<file path="src/verilog/hall_switch_defs.vh">
// Behaviour
// - Output low when averaged magnitude exceeds operate
// - Output released when magnitude below release
// - Threshold chosen by present output state
// - No field after power-up: output high
// - Output released (high) during power-up interval
// - Output high at end of power-up
// - Strong field: low one conversion after power-up
// - Decision updated only at sampling instants
// - Compare the field averaged over the period
// - Crossing at update: change after one period
// - Crossing before mid-period: half-period latency
// - Crossing after mid-period: waits further period
// - Sixteen chopped measurements complete one conversion
// - Conversion period is sixteen chopping ticks
// - Field bandwidth is chopping rate/16/2
// - Single operating mode, no configuration
// - Nominal conversion period is 50 us
`ifndef HALL_SWITCH_DEFS_VH
`define HALL_SWITCH_DEFS_VH

// Clock
`define CLK_PERIOD_NS 20
`define CLK_RATE_KHZ (1000000 / `CLK_PERIOD_NS)

// Conversion timing
`define CONV_PERIOD_US 50
`define CHOPS_PER_CONV 16
`define CHOP_RATE_KHZ ((`CHOPS_PER_CONV * 1000) / `CONV_PERIOD_US)
`define FIELD_BW_HZ (((`CHOP_RATE_KHZ * 1000) / `CHOPS_PER_CONV) / 2)
`define CHOP_PHASE_W 4
`define CHOP_PHASE_RST 4'h0
`define CHOP_PHASE_LAST 4'hf
`define CHOP_PHASE_STEP 4'h1
`define CHOP_ACC_W 16
`define CHOP_ACC_RST 16'h0000

// Power-up interval, rounded up to whole cycles
`define POWER_UP_NS 62500
`define POWER_UP_CYCLES ((`POWER_UP_NS + `CLK_PERIOD_NS - 1) / `CLK_PERIOD_NS)
`define PWR_CNT_W 12
`define PWR_CNT_RST 12'h000
`define PWR_CNT_STEP 12'h001

// Field datapath
`define FIELD_W 12
`define AVG_SHIFT 4
`define OP_THRESH 12'h0a0
`define REL_THRESH 12'h060

`endif

</file>
<file path="src/verilog/omnipolar_hall_switch_logic.v">
`timescale 1ns/10ps
`include "hall_switch_defs.vh"

module omnipolar_hall_switch_logic #(
  parameter W = `FIELD_W,
  parameter [`FIELD_W-1:0] OP_THRESH = `OP_THRESH,
  parameter [`FIELD_W-1:0] REL_THRESH = `REL_THRESH,
  parameter integer POWER_UP_CYCLES = `POWER_UP_CYCLES
) (
  input wire clk,
  input wire nrst,
  input wire signed [W-1:0] field_sample,
  output reg sw_out_q,
  output reg sw_out_oe_q,
  output reg switch_low_q,
  output reg ready_q,
  output reg chop_tick_q,
  output reg [`CHOP_PHASE_W-1:0] chop_phase_q,
  output reg conv_done_q,
  output reg [W-1:0] field_mag_q,
  output reg field_neg_q
);

////////////////////////////////////////////////////////////////////////
// Derived timing
// One mode only; nothing here is programmable

localparam integer CHOP_STEP_I = `CHOP_RATE_KHZ;
localparam integer CHOP_MOD_I = `CLK_RATE_KHZ;
localparam integer PWR_LAST_I = POWER_UP_CYCLES - 1;
localparam [`CHOP_ACC_W-1:0] CHOP_STEP =
  CHOP_STEP_I[`CHOP_ACC_W-1:0];
localparam [`CHOP_ACC_W-1:0] CHOP_MOD =
  CHOP_MOD_I[`CHOP_ACC_W-1:0];
localparam integer FIELD_BW_HZ = `FIELD_BW_HZ;
localparam [`PWR_CNT_W-1:0] PWR_LAST =
  PWR_LAST_I[`PWR_CNT_W-1:0];
localparam SUM_W = W + `AVG_SHIFT;

////////////////////////////////////////////////////////////////////////
// Power-up interval

reg [`PWR_CNT_W-1:0] pwr_cnt_q;
reg [`PWR_CNT_W-1:0] pwr_cnt_d;
reg ready_d;

always @* begin
  pwr_cnt_d = pwr_cnt_q;
  ready_d = ready_q;
  if (!ready_q) begin
    if (pwr_cnt_q == PWR_LAST) begin
      ready_d = 1'b1;
    end else begin
      pwr_cnt_d = pwr_cnt_q + `PWR_CNT_STEP;
    end
  end
end

always @(posedge clk or negedge nrst) begin
  if (!nrst) begin
    pwr_cnt_q <= `PWR_CNT_RST;
    ready_q <= 1'b0;
  end else begin
    pwr_cnt_q <= pwr_cnt_d;
    ready_q <= ready_d;
  end
end

////////////////////////////////////////////////////////////////////////
// Chopping tick generator
// Fractional divider: 50 MHz / 320 kHz is not whole

reg [`CHOP_ACC_W-1:0] chop_acc_q;
reg [`CHOP_ACC_W-1:0] chop_acc_d;
reg [`CHOP_ACC_W:0] chop_sum;
reg tick;

always @* begin
  chop_sum = {1'b0, chop_acc_q} + {1'b0, CHOP_STEP};
  tick = 1'b0;
  chop_acc_d = chop_acc_q;
  if (ready_q) begin
    if (chop_sum >= {1'b0, CHOP_MOD}) begin
      tick = 1'b1;
      chop_acc_d = chop_sum[`CHOP_ACC_W-1:0] - CHOP_MOD;
    end else begin
      chop_acc_d = chop_sum[`CHOP_ACC_W-1:0];
    end
  end
end

always @(posedge clk or negedge nrst) begin
  if (!nrst) begin
    chop_acc_q <= `CHOP_ACC_RST;
  end else begin
    chop_acc_q <= chop_acc_d;
  end
end

////////////////////////////////////////////////////////////////////////
// Spinning phase: sixteen measurements per conversion

reg [`CHOP_PHASE_W-1:0] chop_phase_d;
reg last_phase;

always @* begin
  last_phase = (chop_phase_q == `CHOP_PHASE_LAST);
  chop_phase_d = chop_phase_q;
  if (tick) begin
    chop_phase_d = chop_phase_q + `CHOP_PHASE_STEP;
  end
end

always @(posedge clk or negedge nrst) begin
  if (!nrst) begin
    chop_phase_q <= `CHOP_PHASE_RST;
    chop_tick_q <= 1'b0;
  end else begin
    chop_phase_q <= chop_phase_d;
    chop_tick_q <= tick;
  end
end

////////////////////////////////////////////////////////////////////////
// Field averaging over one conversion

reg signed [SUM_W-1:0] sum_q;
reg signed [SUM_W-1:0] sum_d;
reg signed [SUM_W-1:0] sum_full;
reg signed [SUM_W-1:0] sample_ext;
reg signed [W-1:0] avg;
reg [W-1:0] mag;
reg conv_end;

always @* begin
  sample_ext = {{`AVG_SHIFT{field_sample[W-1]}}, field_sample};
  sum_full = sum_q + sample_ext;
  avg = sum_full[SUM_W-1:`AVG_SHIFT];
  if (avg[W-1]) begin
    mag = -avg;
  end else begin
    mag = avg;
  end
  conv_end = tick && last_phase;
  sum_d = sum_q;
  if (tick) begin
    if (last_phase) begin
      sum_d = {SUM_W{1'b0}};
    end else begin
      sum_d = sum_full;
    end
  end
end

always @(posedge clk or negedge nrst) begin
  if (!nrst) begin
    sum_q <= {SUM_W{1'b0}};
  end else begin
    sum_q <= sum_d;
  end
end

////////////////////////////////////////////////////////////////////////
// Hysteresis decision at conversion boundaries

reg switch_low_d;

always @* begin
  switch_low_d = switch_low_q;
  if (!ready_q) begin
    switch_low_d = 1'b0;
  end else if (conv_end) begin
    if (switch_low_q) begin
      if (mag < REL_THRESH) begin
        switch_low_d = 1'b0;
      end
    end else begin
      if (mag > OP_THRESH) begin
        switch_low_d = 1'b1;
      end
    end
  end
end

always @(posedge clk or negedge nrst) begin
  if (!nrst) begin
    switch_low_q <= 1'b0;
  end else begin
    switch_low_q <= switch_low_d;
  end
end

////////////////////////////////////////////////////////////////////////
// Open-drain pin drive and status

always @(posedge clk or negedge nrst) begin
  if (!nrst) begin
    sw_out_q <= 1'b0;
    sw_out_oe_q <= 1'b0;
    conv_done_q <= 1'b0;
    field_mag_q <= {W{1'b0}};
    field_neg_q <= 1'b0;
  end else begin
    sw_out_q <= 1'b0;
    sw_out_oe_q <= switch_low_d;
    conv_done_q <= conv_end;
    if (conv_end) begin
      field_mag_q <= mag;
      field_neg_q <= avg[W-1];
    end
  end
end

endmodule // omnipolar_hall_switch_logic
</file>
<file path="config.mk">
export PLATFORM = sky130hd
export DESIGN_NAME = omnipolar_hall_switch_logic
export DESIGN_NICKNAME = d
export VERILOG_FILES = /design/src/verilog/omnipolar_hall_switch_logic.v
export VERILOG_INCLUDE_DIRS = /design/src /design/src/verilog
export SDC_FILE = /design/constraint.sdc
export NUM_CORES = 1
export LEC_CHECK = 0
export BUFFER_PORTS_ARGS = -buffer_cell sky130_fd_sc_hd__buf_2
export CAP_MARGIN = 20
export CORE_MARGIN = 2
export CORE_UTILIZATION = 28
export DETAILED_ROUTE_END_ITERATION = 10
export PLACE_DENSITY = 0.55
export SLEW_MARGIN = 5
export SYNTH_ARGS = -nofsm -noshare
export SYNTH_HDL_FRONTEND = slang
export SYNTH_SLANG_ARGS = --single-unit
</file>
<file path="constraint.sdc">
create_clock -name clk -period 3.8 [get_ports clk]
set_clock_uncertainty 0.2 [all_clocks]
set_input_delay 0.38 -clock clk [delete_from_list [all_inputs] [get_ports clk]]
set_output_delay 0.38 -clock clk [all_outputs]
set_load 0.005 [all_outputs]
</file>
==> results_dict.tcl <==
set metrics [dict create \
    outcome "complete, no violations" \
    drtIter0Drc 281 \
    ir_drop_v 0.000212 \
    rsz0062_at_grt "no" \
    io_buffers 35 \
    start_util_pct 28.6 \
    h-tree-depth 3 \
    rrSetupSlack_ns 0.36 \
    rows 44 \
    powerDensity_mw_per_mm2 353 \
    cp_data_required_time_ns 3.82 \
    crit_path_frequent_cell "ha_1" \
    synth-edff-count 0 \
    area_growth_syn_to_layout_pct 17.3 \
    numCtsBuffers 9 \
    cts_tree "yes" \
    path_class "flop to flop" \
    cp_max_fo 5 \
    slowest_delay_ns 0.46 \
    ys_warn_count 0 \
    dp_hpwl_mm 7.04 \
    synth_most_common_cell "nand2_1" \
    synthDistinctLibCells 72 \
    slew_headroom_pct 40.9 \
    worstHoldStart "field_sample[0]" \
    stdcell_area_mm2 0.00486 \
    grt_pass1_wl_mm 16.5 \
    power_mw 1.72 \
    slowest_stage "fa_1" \
    r2r_cells 12 \
    async_flop_share_pct 100 \
    crit_family "adder cells" \
    layout-drive-gt1-share_pct 16.6 \
    diodes 0 \
    numClockSinks 61 \
    grt_pass1_vias 3347 \
    reg2reg_to "field_mag_q[10]" \
    hp-class "primary input to flop" \
    synth_area_mm2 0.00415 \
    hold_viol_final 0 \
    ios 37 \
    totalWireLength_mm 9.52 \
    syn_avg_cell_area_um2 9.01 \
    overflow 0 \
    synth_fp_nets 498 \
    tightest_slew_ns 0.886 \
    vias 3416 \
    period_needed_ns 3.44 \
    path_buf_inv 0 \
    drc 0 \
    antenna_found_initial 0 \
    gp_congestion 0.845 \
    synth-seq-cells 61 \
    drtAntennaViolNets 0 \
    synth_top_cell_by_area "dfrtp_1" \
    grt_start_max_net_pins 39 \
    placed_cell_area_mm2 0.00455 \
    crit_chain "ha_1, fa_1, a21o_1, a21oi_1, xor2_1, ha_1, nand2_1, nor4_2, and3_1, a21oi_2, xnor2_1, mux2_2" \
    route.detailed.wl_per_inst_um 13.8 \
    tns_ns 0 \
    ctsRootBufferMaster "clkbuf_16" \
    yosysTopAreaCellShare_pct 36.8 \
    clkTransAtPathRegs_ns 0.06 \
    via_per_inst 4.95 \
    setup-violations-final 0 \
    fin_util_pct 33.6 \
    grt_use_total_pct 12.9 \
    cp-start-kind "flop" \
    critPathArrivalTime_ns 3.46 \
    max_freq_mhz 291 \
    max-cap-violations 0 \
    whs_ns 0.265 \
    synth_area_leaders "dfrtp_1 37%, xnor2_1 8.0%, nand2_1 7.3%" \
    dieArea_mm2 0.0158 \
    slew_violations 0 \
    drtPass1Iterations 5 \
    die_x_um 126 \
    die_h_um 126 \
    core_area_mm2 0.0145 \
    nets 539 \
    worstSkewPairLatency_ns 0.33 \
    cts_max_path_buffers 2 \
    yosysSeqAreaShare_pct 36.8 \
    finalCritPeriodShare_pct 90.4 \
    ys.flop_type "dfrtp_1" \
    fill_cells 1465 \
    hold_end "sum_q[0]" \
    synth_commonest_cells "81 x nand2_1, 61 x dfrtp_1, 38 x xnor2_1" \
    synthCells 460 \
    p_leak_nw 2.16 \
    worstSetupEndpointType "flop" \
    r2r_start "sum_q[0]" \
    whs_path_depth 4 \
]
## layout make-up
type	instances	area, µm²	area share (%)
clock inverters	4	47.5	0.978
repair buffers	48	275	5.66
multi-input cells	363	2470	50.8
inverters	18	67.6	1.39
clock buffers	12	246	5.07
well taps	184	230	4.73
flip-flops and latches	61	1530	31.4
## state kept, by name, summed over array words and instances, names as in the netlist
register      flops
pwr_cnt_q        12
sum_q            16
chop_phase_q      4
ready_q           1
chop_acc_q       12
conv_done_q       1
chop_tick_q       1
field_mag_q      12
field_neg_q       1
sw_out_oe_q       1
## through the flow
stage,worst slack [ns],instances
floorplan,0.487,460
global placement,0.279,673
detailed placement,0.236,673
CTS,0.350,690
global route,0.0806,690
finish,0.364,690
## how the worst max path moves through the flow
stage	from	endpoint	slack, ns	cells after the start
after floorplan	field_sample[0]	field_mag_q[10]	0.49	12
after global placement	field_sample[0]	field_mag_q[10]	0.28	13
after detailed placement	field_sample[0]	field_mag_q[10]	0.24	13
after CTS	sum_q[0]	field_mag_q[10]	0.35	12
after global routing	sum_q[0]	field_mag_q[10]	0.08	12
final	sum_q[0]	field_mag_q[10]	0.36	12
## cells in the final DEF, fill, tap and decap left out, types with 2 or more instances in the layout
master      n
buf_4      12
nand2_1    81
and3_1      5
clkinv_2    2
a21o_1      3
o21ai_0    15
clkbuf_16   9
nor3_1     10
nor4_1      3
and2_1      9
o31ai_1    14
a211oi_2    2
a31oi_1     3
xnor2_1    37
dfrtp_1    61
a211oi_1    4
or2_2       2
nor3b_1     2
a32oi_1     2
inv_2       2
a21boi_1    3
o22ai_1     3
o21ai_2     2
inv_1      16
clkbuf_1    2
o21ai_1     6
buf_2      35
a22oi_1     3
a21boi_0    2
or3_1       4
ha_1       23
mux2i_1     2
nor2_1     18
a21oi_1    33
nand4_1     6
o211ai_1    5
xor2_1     19
nand3_1     6
## routing by layer
metal | share of wire [%] | track usage (%) | vias up
met4 | 1.1 | 3.27 | 0
met3 | 5.1 | 4.55 | 8
met1 | 47 | 16.5 | 1630
met2 | 47 | 21.0 | 71
met5 | 0 | 0 | -
li1 | - | - | 1707
## where the power goes
part           internal (mW)  switching, mW  total (mW)
combinational         0.0968          0.148       0.245
sequential             0.651       0.000633       0.652
clock                  0.523          0.295       0.818
total                   1.27          0.444        1.72
## worst reg2reg max path: cells and delay by family (launching register included)
kind,cells,cell delay (ns)
flip-flops,1,0.37
multiplexers,1,0.27
AO/OA/AOI/OAI,3,0.43
XOR/XNOR,2,0.35
AND/OR/NAND/NOR,3,0.74
adder cells (fa/ha/maj),3,0.95
## kinds of logic after synthesis
group / after synthesis / synth area share [%]
and+or+nand+nor: 154 / 17.4
other: 1 / 0.0905
muxes: 3 / 0.755
DFF: 61 / 36.8
buffers and inverters: 36 / 3.77
AOI/OAI and AO/OA: 122 / 20.6
adders and majority gates: 24 / 7.43
xor gates and xnor gates: 59 / 13.1
## repair_timing
item,CTS,global route
resized for setup,0,1
endpoints found under the setup margin,0,1
hold buffers,1,0
endpoints found under the hold margin,9,0
setup buffers,0,0
Power figures use the tool's default switching activity.
